<file path="src/include/ttcu_regs.vh">
// addresses, fields and reset values of the timer/counter unit
// assumes 8-bit register addresses and data
`ifndef TTCU_REGS_VH
`define TTCU_REGS_VH

// ----------------------------------------------------------------
// register addresses
// ----------------------------------------------------------------
`define TTCU_ADDR_T01_CONTROL 8'h88
`define TTCU_ADDR_T01_MODE 8'h89
`define TTCU_ADDR_T0_LOW 8'h8A
`define TTCU_ADDR_T1_LOW 8'h8B
`define TTCU_ADDR_T0_HIGH 8'h8C
`define TTCU_ADDR_T1_HIGH 8'h8D
`define TTCU_ADDR_T2_CONTROL 8'hC8
`define TTCU_ADDR_T2_RELOAD_LOW 8'hCA
`define TTCU_ADDR_T2_RELOAD_HIGH 8'hCB
`define TTCU_ADDR_T2_LOW 8'hCC
`define TTCU_ADDR_T2_HIGH 8'hCD

// ----------------------------------------------------------------
// bit-addressable blocks: bit address [7:3]
// ----------------------------------------------------------------
`define TTCU_BITBASE_T01_CONTROL 5'h11
`define TTCU_BITBASE_T2_CONTROL 5'h19

// ----------------------------------------------------------------
// control register fields
// ----------------------------------------------------------------
`define TTCU_CTL_UNIT1_OVF 7
`define TTCU_CTL_UNIT1_RUN 6
`define TTCU_CTL_UNIT0_OVF 5
`define TTCU_CTL_UNIT0_RUN 4

// ----------------------------------------------------------------
// mode register fields
// ----------------------------------------------------------------
`define TTCU_MOD_UNIT1_GATE 7
`define TTCU_MOD_UNIT1_SRC 6
`define TTCU_MOD_UNIT1_MODE_HI 5
`define TTCU_MOD_UNIT1_MODE_LO 4
`define TTCU_MOD_UNIT0_GATE 3
`define TTCU_MOD_UNIT0_SRC 2
`define TTCU_MOD_UNIT0_MODE_HI 1
`define TTCU_MOD_UNIT0_MODE_LO 0

// ----------------------------------------------------------------
// mode encodings
// ----------------------------------------------------------------
`define TTCU_MODE_PRESCALE 2'h0
`define TTCU_MODE_CASCADE 2'h1
`define TTCU_MODE_RELOAD 2'h2
`define TTCU_MODE_SPLIT 2'h3
`define TTCU_PRESCALE_TOP 5'h1F
`define TTCU_BYTE_TOP 8'hFF

// ----------------------------------------------------------------
// reset values
// ----------------------------------------------------------------
`define TTCU_RST_BYTE 8'h00

`endif

</file>
<file path="src/rtl/ttcu_fall_detect.v">
// falling-edge detector for one external event input
// assumes the pin is synchronous to clk
module ttcu_fall_detect (
    input wire clk,
    input wire reset,
    input wire pin,
    output reg fall
);

    reg sample_now; // sample of this cycle
    reg sample_prev; // sample of the previous cycle

    // ------------------------------------------------------------
    // sampling: high in one sample, low in the next gives a pulse
    // ------------------------------------------------------------
    // the pulse is registered too, costing one cycle of latency;
    // the rate limit stays at half the clock
    always @(posedge clk or posedge reset) begin
        if (reset) begin
            sample_now <= 1'b0;
            sample_prev <= 1'b0;
            fall <= 1'b0;
        end else begin
            sample_now <= pin;
            sample_prev <= sample_now;
            fall <= sample_prev & ~sample_now;
        end
    end

endmodule

</file>
<file path="src/rtl/ttcu_timer_unit.v">
// timer/counter unit: units 0 and 1 count, unit 2 only stores
// assumes a core register port with one-cycle strobes and bit-set access
//
// Operation
// - three 16-bit units, high and low bytes
// - timer mode advances low byte every cycle
// - counter mode counts sampled falling pin edges
// - control at 0x88 bit-addressable, mode at 0x89
// - low bytes 0x8A/0x8B, high bytes 0x8C/0x8D
// - unit 2 control 0xC8, counts 0xCC/0xCD
// - unit 2 reload value at 0xCA/0xCB
// - mode bit 7 gates unit 1 by pin
// - mode bit 6 picks unit 1 source
// - mode bits 5:4 select unit 1 mode
// - mode 00: 5-bit prescaler plus 8-bit count
// - mode 01: full 16-bit cascade
// - mode 10: low byte reloads from high byte
// - mode 11 halts unit 1
// - bits 3:0 mirror fields for unit 0
// - unit 0 mode 11 splits into two counters
// - overflow flag set by hardware, cleared on vector
// - unit 1 run bit starts and stops it
`include "ttcu_regs.vh"

module ttcu_timer_unit (
    input wire clk,
    input wire reset,
    input wire [7:0] sfr_addr,
    input wire sfr_wr,
    input wire sfr_rd,
    input wire [7:0] sfr_wdata,
    output reg [7:0] sfr_rdata,
    input wire sfr_bit_wr,
    input wire [7:0] sfr_bit_addr,
    input wire sfr_bit_wdata,
    input wire unit0_event_pin,
    input wire unit1_event_pin,
    input wire ext_interrupt_zero_pin,
    input wire ext_interrupt_one_pin,
    input wire unit0_vector_ack,
    input wire unit1_vector_ack,
    output wire unit0_overflow_flag,
    output wire unit1_overflow_flag
);

    // ------------------------------------------------------------
    // storage
    // ------------------------------------------------------------
    reg [7:0] timer01_control; // flags, run bits, external interrupt bits
    reg [7:0] timer01_mode; // gating, source and mode of units 0 and 1
    reg [7:0] timer0_low_byte;
    reg [7:0] timer0_high_byte;
    reg [7:0] timer1_low_byte;
    reg [7:0] timer1_high_byte;
    reg [7:0] timer2_control; // stored only
    reg [7:0] timer2_reload_low;
    reg [7:0] timer2_reload_high;
    reg [7:0] timer2_low_byte;
    reg [7:0] timer2_high_byte;

    wire [1:0] event_fall; // falling-edge pulses of the event pins
    wire [1:0] event_pins; // pins in unit order

    // ------------------------------------------------------------
    // falling-edge samplers, one per event pin
    // ------------------------------------------------------------
    assign event_pins = {unit1_event_pin, unit0_event_pin};

    genvar gi;
    generate
        for (gi = 0; gi < 2; gi = gi + 1) begin : g_fall
            ttcu_fall_detect u_fall (
                .clk(clk),
                .reset(reset),
                .pin(event_pins[gi]),
                .fall(event_fall[gi])
            );
        end
    endgenerate

    // ------------------------------------------------------------
    // count step for one unit in modes 00, 01 and 10
    // ------------------------------------------------------------
    // result is {overflow, high, low}; no tick, no change
    function [16:0] count_step;
        input [1:0] mode;
        input [7:0] high;
        input [7:0] low;
        input tick;
        begin
            count_step = {1'b0, high, low};
            if (tick) begin
                case (mode)
                    `TTCU_MODE_PRESCALE: begin
                        // low-byte bits 7:5 stay as they are
                        if (low[4:0] == `TTCU_PRESCALE_TOP) begin
                            count_step = {(high == `TTCU_BYTE_TOP), high + 8'h01,
                                          low[7:5], 5'h00};
                        end else begin
                            count_step = {1'b0, high, low[7:5], low[4:0] + 5'h01};
                        end
                    end
                    `TTCU_MODE_CASCADE: begin
                        count_step = {1'b0, high, low} + 17'h0_0001;
                    end
                    `TTCU_MODE_RELOAD: begin
                        if (low == `TTCU_BYTE_TOP) begin
                            count_step = {1'b1, high, high};
                        end else begin
                            count_step = {1'b0, high, low + 8'h01};
                        end
                    end
                    default: begin
                        count_step = {1'b0, high, low};
                    end
                endcase
            end
        end
    endfunction

    // ------------------------------------------------------------
    // field decode
    // ------------------------------------------------------------
    wire [1:0] unit0_mode;
    wire [1:0] unit1_mode;
    wire unit0_run;
    wire unit1_run;
    wire unit0_enable;
    wire unit1_enable;
    wire unit0_tick;
    wire unit1_tick;
    wire unit0_split;

    assign unit0_mode = {timer01_mode[`TTCU_MOD_UNIT0_MODE_HI],
                         timer01_mode[`TTCU_MOD_UNIT0_MODE_LO]};
    assign unit1_mode = {timer01_mode[`TTCU_MOD_UNIT1_MODE_HI],
                         timer01_mode[`TTCU_MOD_UNIT1_MODE_LO]};
    assign unit0_run = timer01_control[`TTCU_CTL_UNIT0_RUN];
    assign unit1_run = timer01_control[`TTCU_CTL_UNIT1_RUN];
    assign unit0_split = (unit0_mode == `TTCU_MODE_SPLIT);

    // gating: run bit alone, or run bit and interrupt pin high
    assign unit0_enable = unit0_run &
        (~timer01_mode[`TTCU_MOD_UNIT0_GATE] | ext_interrupt_zero_pin);
    assign unit1_enable = unit1_run &
        (~timer01_mode[`TTCU_MOD_UNIT1_GATE] | ext_interrupt_one_pin);

    // source: every machine cycle, or a sampled falling edge
    assign unit0_tick = unit0_enable &
        (timer01_mode[`TTCU_MOD_UNIT0_SRC] ? event_fall[0] : 1'b1);
    assign unit1_tick = unit1_enable &
        (timer01_mode[`TTCU_MOD_UNIT1_SRC] ? event_fall[1] : 1'b1);

    // ------------------------------------------------------------
    // next count values
    // ------------------------------------------------------------
    reg [7:0] next_t0_low;
    reg [7:0] next_t0_high;
    reg [7:0] next_t1_low;
    reg [7:0] next_t1_high;
    reg unit0_wrap; // sets unit 0 flag
    reg unit1_wrap; // sets unit 1 flag
    reg [16:0] step0;
    reg [16:0] step1;

    always @* begin
        step0 = count_step(unit0_mode, timer0_high_byte, timer0_low_byte, unit0_tick);
        step1 = count_step(unit1_mode, timer1_high_byte, timer1_low_byte, unit1_tick);
        next_t0_low = step0[7:0];
        next_t0_high = step0[15:8];
        unit0_wrap = step0[16];
        next_t1_low = step1[7:0];
        next_t1_high = step1[15:8];
        // unit 1 still counts while unit 0 is split, but its flag then
        // belongs to the unit 0 high byte, so its own wrap is dropped
        unit1_wrap = step1[16] & ~unit0_split;
        if (unit0_split) begin
            // low byte: 8-bit count under unit 0 controls
            unit0_wrap = unit0_tick & (timer0_low_byte == `TTCU_BYTE_TOP);
            next_t0_low = timer0_low_byte + {7'h00, unit0_tick};
            // high byte: machine-cycle timer run by the unit 1 run bit
            next_t0_high = timer0_high_byte + {7'h00, unit1_run};
            unit1_wrap = unit1_run & (timer0_high_byte == `TTCU_BYTE_TOP);
        end
    end

    // ------------------------------------------------------------
    // register write decode
    // ------------------------------------------------------------
    wire wr_control;
    wire wr_mode;
    wire bit_control;
    wire bit_t2_control;
    reg [7:0] bit_mask; // one-hot lane of a bit access

    assign wr_control = sfr_wr & (sfr_addr == `TTCU_ADDR_T01_CONTROL);
    assign wr_mode = sfr_wr & (sfr_addr == `TTCU_ADDR_T01_MODE);
    assign bit_control = sfr_bit_wr &
        (sfr_bit_addr[7:3] == `TTCU_BITBASE_T01_CONTROL);
    assign bit_t2_control = sfr_bit_wr &
        (sfr_bit_addr[7:3] == `TTCU_BITBASE_T2_CONTROL);

    always @* begin
        bit_mask = 8'h01 << sfr_bit_addr[2:0];
    end

    // byte write, or a bit write merged into the old value
    function [7:0] merge;
        input [7:0] old;
        input byte_wr;
        input [7:0] byte_data;
        input bit_wr;
        input [7:0] mask;
        input bit_data;
        begin
            merge = old;
            if (byte_wr) begin
                merge = byte_data;
            end else if (bit_wr) begin
                merge = bit_data ? (old | mask) : (old & ~mask);
            end
        end
    endfunction

    // ------------------------------------------------------------
    // control register with hardware-set overflow flags
    // ------------------------------------------------------------
    // the flag set wins over a software clear or a vector acknowledge in
    // the same cycle, so no overflow is lost to a clear or acknowledge
    reg [7:0] next_control;

    always @* begin
        next_control = merge(timer01_control, wr_control, sfr_wdata,
                             bit_control, bit_mask, sfr_bit_wdata);
        if (unit0_vector_ack) begin
            next_control[`TTCU_CTL_UNIT0_OVF] = 1'b0;
        end
        if (unit1_vector_ack) begin
            next_control[`TTCU_CTL_UNIT1_OVF] = 1'b0;
        end
        if (unit0_wrap) begin
            next_control[`TTCU_CTL_UNIT0_OVF] = 1'b1;
        end
        if (unit1_wrap) begin
            next_control[`TTCU_CTL_UNIT1_OVF] = 1'b1;
        end
    end

    always @(posedge clk or posedge reset) begin
        if (reset) begin
            timer01_control <= `TTCU_RST_BYTE;
            timer01_mode <= `TTCU_RST_BYTE;
        end else begin
            timer01_control <= next_control;
            if (wr_mode) begin
                timer01_mode <= sfr_wdata; // byte access only
            end
        end
    end

    // ------------------------------------------------------------
    // count bytes of units 0 and 1
    // ------------------------------------------------------------
    // a software write to a byte beats its count step
    always @(posedge clk or posedge reset) begin
        if (reset) begin
            timer0_low_byte <= `TTCU_RST_BYTE;
            timer0_high_byte <= `TTCU_RST_BYTE;
            timer1_low_byte <= `TTCU_RST_BYTE;
            timer1_high_byte <= `TTCU_RST_BYTE;
        end else begin
            if (sfr_wr && sfr_addr == `TTCU_ADDR_T0_LOW) begin
                timer0_low_byte <= sfr_wdata;
            end else begin
                timer0_low_byte <= next_t0_low;
            end
            if (sfr_wr && sfr_addr == `TTCU_ADDR_T0_HIGH) begin
                timer0_high_byte <= sfr_wdata;
            end else begin
                timer0_high_byte <= next_t0_high;
            end
            if (sfr_wr && sfr_addr == `TTCU_ADDR_T1_LOW) begin
                timer1_low_byte <= sfr_wdata;
            end else begin
                timer1_low_byte <= next_t1_low;
            end
            if (sfr_wr && sfr_addr == `TTCU_ADDR_T1_HIGH) begin
                timer1_high_byte <= sfr_wdata;
            end else begin
                timer1_high_byte <= next_t1_high;
            end
        end
    end

    // ------------------------------------------------------------
    // unit 2 registers
    // ------------------------------------------------------------
    // unit 2 counting, capture and reload are not built; its registers
    // hold what software writes
    always @(posedge clk or posedge reset) begin
        if (reset) begin
            timer2_control <= `TTCU_RST_BYTE;
            timer2_reload_low <= `TTCU_RST_BYTE;
            timer2_reload_high <= `TTCU_RST_BYTE;
            timer2_low_byte <= `TTCU_RST_BYTE;
            timer2_high_byte <= `TTCU_RST_BYTE;
        end else begin
            timer2_control <= merge(timer2_control,
                                    sfr_wr && sfr_addr == `TTCU_ADDR_T2_CONTROL,
                                    sfr_wdata, bit_t2_control, bit_mask,
                                    sfr_bit_wdata);
            if (sfr_wr && sfr_addr == `TTCU_ADDR_T2_RELOAD_LOW) begin
                timer2_reload_low <= sfr_wdata;
            end
            if (sfr_wr && sfr_addr == `TTCU_ADDR_T2_RELOAD_HIGH) begin
                timer2_reload_high <= sfr_wdata;
            end
            if (sfr_wr && sfr_addr == `TTCU_ADDR_T2_LOW) begin
                timer2_low_byte <= sfr_wdata;
            end
            if (sfr_wr && sfr_addr == `TTCU_ADDR_T2_HIGH) begin
                timer2_high_byte <= sfr_wdata;
            end
        end
    end

    // ------------------------------------------------------------
    // read port
    // ------------------------------------------------------------
    // registered: data appears the cycle after the read strobe; other
    // addresses read zero so the core may mux many blocks by OR
    reg [7:0] read_mux;

    always @* begin
        case (sfr_addr)
            `TTCU_ADDR_T01_CONTROL: read_mux = timer01_control;
            `TTCU_ADDR_T01_MODE: read_mux = timer01_mode;
            `TTCU_ADDR_T0_LOW: read_mux = timer0_low_byte;
            `TTCU_ADDR_T1_LOW: read_mux = timer1_low_byte;
            `TTCU_ADDR_T0_HIGH: read_mux = timer0_high_byte;
            `TTCU_ADDR_T1_HIGH: read_mux = timer1_high_byte;
            `TTCU_ADDR_T2_CONTROL: read_mux = timer2_control;
            `TTCU_ADDR_T2_RELOAD_LOW: read_mux = timer2_reload_low;
            `TTCU_ADDR_T2_RELOAD_HIGH: read_mux = timer2_reload_high;
            `TTCU_ADDR_T2_LOW: read_mux = timer2_low_byte;
            `TTCU_ADDR_T2_HIGH: read_mux = timer2_high_byte;
            default: read_mux = 8'h00;
        endcase
    end

    always @(posedge clk or posedge reset) begin
        if (reset) begin
            sfr_rdata <= `TTCU_RST_BYTE;
        end else if (sfr_rd) begin
            sfr_rdata <= read_mux;
        end
    end

    // ------------------------------------------------------------
    // flag outputs toward the interrupt controller
    // ------------------------------------------------------------
    assign unit0_overflow_flag = timer01_control[`TTCU_CTL_UNIT0_OVF];
    assign unit1_overflow_flag = timer01_control[`TTCU_CTL_UNIT1_OVF];

endmodule

</file>
<file path="config.mk">
export PLATFORM = sky130hd
export DESIGN_NAME = ttcu_timer_unit
export DESIGN_NICKNAME = d
export VERILOG_FILES = /design/src/rtl/ttcu_fall_detect.v /design/src/rtl/ttcu_timer_unit.v
export VERILOG_INCLUDE_DIRS = /design/src /design/src/include
export SDC_FILE = /design/constraint.sdc
export NUM_CORES = 1
export LEC_CHECK = 0
export BUFFER_PORTS_ARGS = -buffer_cell sky130_fd_sc_hd__buf_2
export CAP_MARGIN = 20
export CELL_PAD_IN_SITES_DETAIL_PLACEMENT = 0
export CELL_PAD_IN_SITES_GLOBAL_PLACEMENT = 1
export CORE_UTILIZATION = 30
export DETAILED_ROUTE_END_ITERATION = 10
export PLACE_DENSITY_LB_ADDON = 0.1
export REMOVE_ABC_BUFFERS = 1
export SKIP_CTS_REPAIR_TIMING = 1
export SYNTH_ARGS = -nofsm -noshare
export SYNTH_HDL_FRONTEND = slang
export SYNTH_HIERARCHICAL = 1
export SYNTH_SLANG_ARGS = --single-unit
</file>
<file path="constraint.sdc">
create_clock -name clk -period 5.1 [get_ports clk]
set_clock_uncertainty 0.1 [all_clocks]
set_input_delay 0.51 -clock clk [delete_from_list [all_inputs] [get_ports clk]]
set_output_delay 0.51 -clock clk [all_outputs]
set_load 0.05 [all_outputs]
</file>
After elaboration in Yosys (flattened, before gate mapping):

Index checks and enable logic that the tools add are counted.

* $add $sub $neg: 10
* $mul: 0
* divide/modulo/power cells: 0
* order comparisons: 0
* eq/ne operators: 30
* shifts and indexed selects: 1
* multiplexer cells: 29
* bitwise gates (word level): 25
* reduce and logical (&&, ||, !) cells: 31

Operators with widths (number)
* 8-bit == test, second input constant: 15
* 17-bit two-way mux: 6
* 17-bit one-hot mux with 3 select lines: 2
* 8-bit two-way mux: 12
* 8-bit one-hot mux with 11 select lines: 1
* 16-bit by 1-bit adder with 17-bit output, second input constant: 2
* 8-bit by 1-bit adder with 8-bit output, second input constant: 4
* 5-bit == test, second input constant: 4
* 4-bit nonzero test: 5
* 8-bit by 1-bit adder with 8-bit output: 2
* 8-bit bitwise AND: 2
* 8-bit bitwise OR: 2
* 1-bit bitwise AND: 13
* 3-bit nonzero test: 4
* 5-bit by 1-bit adder with 5-bit output, second input constant: 2
* 1-bit logical AND: 9
* 3-bit != test, second input constant: 3
* 1-bit two-way mux: 8
* 8-bit NOT: 1
* 4-bit AND reduction: 2
* 2-bit nonzero test: 4
* 1-bit by 3-bit << shifter with 8-bit output, first input constant: 1
* 2-bit == test, second input constant: 3
* 3-bit AND reduction: 2
* other kinds (8): 17

* register bits after elaboration: 102
* bits in latches: 0
* bits in writable memories: 0
* ROM bits: 0
* output and inout port bits: 10
* logic and storage cells: 148
* memories kept: 0

Longest topological paths before layout:

* word-level depth: 8
* mapped depth: 11

Modules after synthesis:

Netlist, hierarchy kept.

By module, submodules not included
* ttcu_timer_unit: times used 1, cells an instance 775, area an instance 6792.8 um2
* ttcu_fall_detect: times used 2, cells an instance 5, area an instance 92.6 um2

Worst setup path before layout:

No wires, ideal clock.

* path kind: input -> register
* start: in ext_interrupt_zero_pin
* end: reg timer0_low_byte[7]
* library setup time: 0.083 ns
* arrival: 2.160 ns
* data required time: 4.917 ns
* setup slack: 2.757 ns
* stages: 11
* path buffers: 1
* path through: nor2b_1 > or3_1 > buf_2 > inv_2 > ha_1 > nand3_1 > nor3_1 > xor2_1 > a21oi_1 > and3_1 > o21ai_0

* cells in the longest elaborated chain, start to end: 6
* elaborated cells on any way between the ends: 8
* classes of those cells: add/sub: 1; mux: 2; bitwise: 3; reduce/logical: 2

RTL lines
* start, declared: line ttcu_timer_unit.v:38 `input wire ext_interrupt_zero_pin,`
* 1-bit bitwise OR *: line ttcu_timer_unit.v:144 `` (~timer01_mode[`TTCU_MOD_UNIT0_GATE] | ext_interrupt_zero_pin); ``
* 1-bit bitwise AND *: line ttcu_timer_unit.v:143 `assign unit0_enable = unit0_run &`
* 1-bit bitwise AND *: line ttcu_timer_unit.v:149 `assign unit0_tick = unit0_enable &`
* 8-bit by 1-bit adder with 8-bit output: line ttcu_timer_unit.v:180 `next_t0_low = timer0_low_byte + {7'h00, unit0_tick};`
* 8-bit two-way mux: line ttcu_timer_unit.v:177 `if (unit0_split) begin`
* 8-bit two-way mux: line ttcu_timer_unit.v:272 `` if (sfr_wr && sfr_addr == `TTCU_ADDR_T0_LOW) begin ``
* end signal, assigned: line ttcu_timer_unit.v:267 `` timer0_low_byte <= `TTCU_RST_BYTE; ``
* end signal, assigned: line ttcu_timer_unit.v:273 `timer0_low_byte <= sfr_wdata;`
* end signal, assigned: line ttcu_timer_unit.v:275 `timer0_low_byte <= next_t0_low;`
* end, declared: line ttcu_timer_unit.v:51 `reg [7:0] timer0_low_byte;`

Every way passes the cells marked *; elsewhere a longest branch is shown, timed or not.
A chain may end at the register's enable or synchronous reset.

Worst setup path after layout:

* start: reg timer01_mode[1]
* end: reg timer0_low_byte[2]

* cells in the longest elaborated chain, start to end: 5
* elaborated cells on any way between the ends: 11
* classes of those cells: eq/ne: 3; mux: 4; reduce/logical: 4

RTL lines
* start, declared: line ttcu_timer_unit.v:50 `reg [7:0] timer01_mode;`
* start signal, assigned: line ttcu_timer_unit.v:252 `` timer01_mode <= `TTCU_RST_BYTE; ``
* start signal, assigned: line ttcu_timer_unit.v:256 `timer01_mode <= sfr_wdata;`
* 2-bit == test (tied with other cells): line ttcu_timer_unit.v:93 `case (mode)`
* 17-bit one-hot mux with 3 select lines: line ttcu_timer_unit.v:93
* 17-bit two-way mux: line ttcu_timer_unit.v:92 `if (tick) begin`
* 8-bit two-way mux: line ttcu_timer_unit.v:177
* 8-bit two-way mux: line ttcu_timer_unit.v:272

Several ways; a longest one is shown, not always the timed one. The select of a mux whose other input is x is not followed.

==> results.sh <==
export IMPL_status="complete, no violations"
export IMPL_dp_slack_ns=1.90
export IMPL_hold_viol=0
export IMPL_drive_gt1_frac=0.167
export IMPL_start_util=0.307
export IMPL_grt_antenna_before_repair=1
export IMPL_hp_class="in2reg"
export IMPL_startpoint="timer01_mode[1]"
export IMPL_syn2layout_area_growth_pct=9.77
export IMPL_worst_slew_pin_slew_ns=0.951
export IMPL_grt_usage=0.218
export IMPL_syn_avg_cell_area_sq_um=8.89
export IMPL_total_power_mw=2.45
export IMPL_syn_area_sq_um=6980
export IMPL_p_sw_frac=0.391
export IMPL_p_int_mw=1.50
export IMPL_max_freq_mhz=337
export IMPL_synth_edf_count=0
export IMPL_rows=55
export IMPL_start_kind="register"
export IMPL_setup_viol=0
export IMPL_p_sw_mw=0.959
export IMPL_fin_setup_tns_ns=0
export IMPL_ir_drop_mv=0.156
export IMPL_crit_path_max_fanout=26
export IMPL_r2r_setup_slack_ns=2.13
export IMPL_highest_layer="met4"
export IMPL_rsz0062_at_grt="no"
export IMPL_cts_max_path_buffers=2
export IMPL_setup_worst_path_end_class="register"
export IMPL_slew_headroom=0.350
export IMPL_cp_cell_sequence="ha_1 > buf_4 > nor4_2 > buf_4 > o21ai_0 > or3_1 > a31oi_1"
export IMPL_nets=839
export IMPL_postLayoutCoreUtil=0.337
export IMPL_synthTopCellsByCount="102 x dfrtp_1, 76 x nand2_1, 56 x o21ai_0"
export IMPL_yosysUniqueCellTypes=79
export IMPL_detail_route_first_pass_iterations=5
export IMPL_wl_met3_mm=1.13
export IMPL_post_synth_top_area_cell="dfrtp_1"
export IMPL_grt_max_degree=69
export IMPL_cp_data_arrival_time_ns=3.15
export IMPL_n_fill_cell=2356
export IMPL_crit_required_ns=5.29
export IMPL_die_h_microns=155
export IMPL_cts_tree="built"
export IMPL_wl_met2_mm=11.8
export IMPL_maxCapViolCount=0
export IMPL_clock_sinks=102
export IMPL_seq_area_frac_synth=0.366
export IMPL_die_area_sq_um=23900
export IMPL_synth_warnings=6
export IMPL_synthArstFlopShare=1.00
export IMPL_multi_input_area_sq_um=4070
export IMPL_min_path_cells=1
export IMPL_wirelength_mm=25.2
export IMPL_viasPerCell=5.80
export IMPL_grt_pass1_vias=6039
export IMPL_r2r_start="timer01_mode[1]"
export IMPL_grt_first_pass_wirelength_mm=38.6
export IMPL_setup_ws_ns=2.13
export IMPL_numCtsBuffers=9
export IMPL_hold_slack_ns=0.147
export IMPL_critPathKind="reg2reg"
export IMPL_period_needed_ns=2.97
export IMPL_sequentialPowerShare=0.474
export IMPL_dp_final_hpwl_mm=17.9
export IMPL_drc_errors=0
export IMPL_htree_levels=3
export IMPL_crit_slowest_cell="nor4_2"
export IMPL_num_io_pins=46
export IMPL_cpMostUsedCell="buf_4"
export IMPL_synth_top_cell_area_share=0.366
export IMPL_power_leakage_nw=3.27
export IMPL_synth_seq_cells=102
export IMPL_ff2ff_path_depth=7
export IMPL_portBuffers=45
export IMPL_cts_clk_slew_worst_paths_ns=0.08
export IMPL_synthCells=785
export IMPL_wl_met1_mm=11.9
export IMPL_wl_per_cell_microns=23.4
export IMPL_pwr_density_cell_nw_per_um2=320
export IMPL_drv_slew=0
export IMPL_synth_area_leaders="dfrtp_1 37%, mux2_2 6.8%, nand2_1 4.1%, o21ai_0 4.0%, mux2i_1 3.4%"
export IMPL_clock_power_share=0.305
export IMPL_seq_area_sq_um=2550
export IMPL_post_route_period_util=0.582
export IMPL_yosysMostFrequentCell="dfrtp_1"
export IMPL_vias=6238
export IMPL_final_antenna_net_count=0
export IMPL_synth_flop_cell="dfrtp_1"
export IMPL_overflow=0
export IMPL_slowest_delay_ns=0.85
export IMPL_antenna_cells=0
export IMPL_drt_initial_drc_count=556
export IMPL_r2r_end="timer0_low_byte[2]"
export IMPL_cts_root_buf="clkbuf_16"
export IMPL_gp_routability_congestion=0.846
export IMPL_power_frac_comb=0.221
export IMPL_core_area_sq_um=22700
export IMPL_endpoint="timer0_low_byte[2]"
export IMPL_clk_insertion_delay_late_ns=0.36
export IMPL_die_x_microns=155
==> logic make-up after synthesis <==
kind of cell,after synthesis,share of synthesized area
fa+ha+maj,17,0.0305
mux,66,0.102
simple gates,274,0.209
xor+xnor,23,0.0289
compound gates,220,0.211
buf+inv,83,0.0527
flops,102,0.366
==> power by group through the flow <==
stage / clock network (mW) / logic [mW] / registers [mW]
after floorplan: 0 / 0.382 / 1.06
after global placement: 0 / 0.529 / 1.18
after detailed placement: 0 / 0.539 / 1.18
after CTS: 0.765 / 0.543 / 1.16
after global routing: 0.802 / 0.611 / 1.18
final: 0.747 / 0.543 / 1.16
==> per-layer routing <==
layer / vias up / GRT usage
met2: 180 / 0.348
met5: - / 0
met4: 0 / 0.0580
met1: 3128 / 0.309
met3: 24 / 0.0283
li1: 2906 / -
==> cells in the final DEF, fill, tap and decap left out, drive strengths merged, types with 4 or more instances in the layout <==
master   synthesis  layout
dfrtp          102     102
nand2           77      77
o21ai           58      58
buf             40      50
a21oi           46      46
nor2            46      46
nand3           42      42
mux2            42      42
a22oi           27      27
mux2i           24      24
inv             20      24
and3            21      21
nor2b           18      18
ha              17      17
xor2            14      14
nand4           13      13
nor3            13      13
clkbuf          22      10
xnor2            9       9
a31oi            9       9
a211oi           9       9
nand2b           8       8
a221o            8       8
a22o             8       8
or3              6       6
a311oi           6       6
o2bb2ai          5       5
a21o             5       5
and2             4       4
o221ai           4       4
a221oi           4       4
o211ai           4       4
nor3b            4       4
clkinv           1       4
==> critical path: cells and delay by family, from the launching register on <==
| kind | cells | cell delay [ns] |
|---|---|---|
| compound gates | 2 | 0.31 |
| buf+inv | 2 | 0.62 |
| simple gates | 2 | 1.19 |
| fa+ha+maj | 1 | 0.22 |
| flops | 1 | 0.44 |
==> worst min path at each step <==
stage	from	endpoint	slack [ns]
global route	unit1_event_pin	g_fall[1].u_fall/sample_now	0.14
global placement	reset	g_fall[1].u_fall/sample_now	0.31
floorplan	reset	g_fall[0].u_fall/fall	0.16
CTS	reset	g_fall[1].u_fall/sample_prev	-0.08
finish	unit0_event_pin	g_fall[0].u_fall/sample_now	0.15
detailed placement	reset	g_fall[1].u_fall/sample_prev	0.32
==> cell type report <==
| class | instances | share of cell area |
|---|---|---|
| clock buffer | 9 | 0.0294 |
| clock inverter | 7 | 0.0123 |
| inverter | 21 | 0.0106 |
| multi-input combinational | 600 | 0.531 |
| sequential | 102 | 0.333 |
| tap | 285 | 0.0466 |
| timing repair buffer | 52 | 0.0366 |
==> metrics by stage <==
stage	instances	cell area [sq um]
floorplan	723	6690
global placement	1058	7320
detailed placement	1058	7320
CTS	1074	7640
global route	1076	7660
finish	1076	7660
Note: power is estimated with default switching activity, not from simulation.
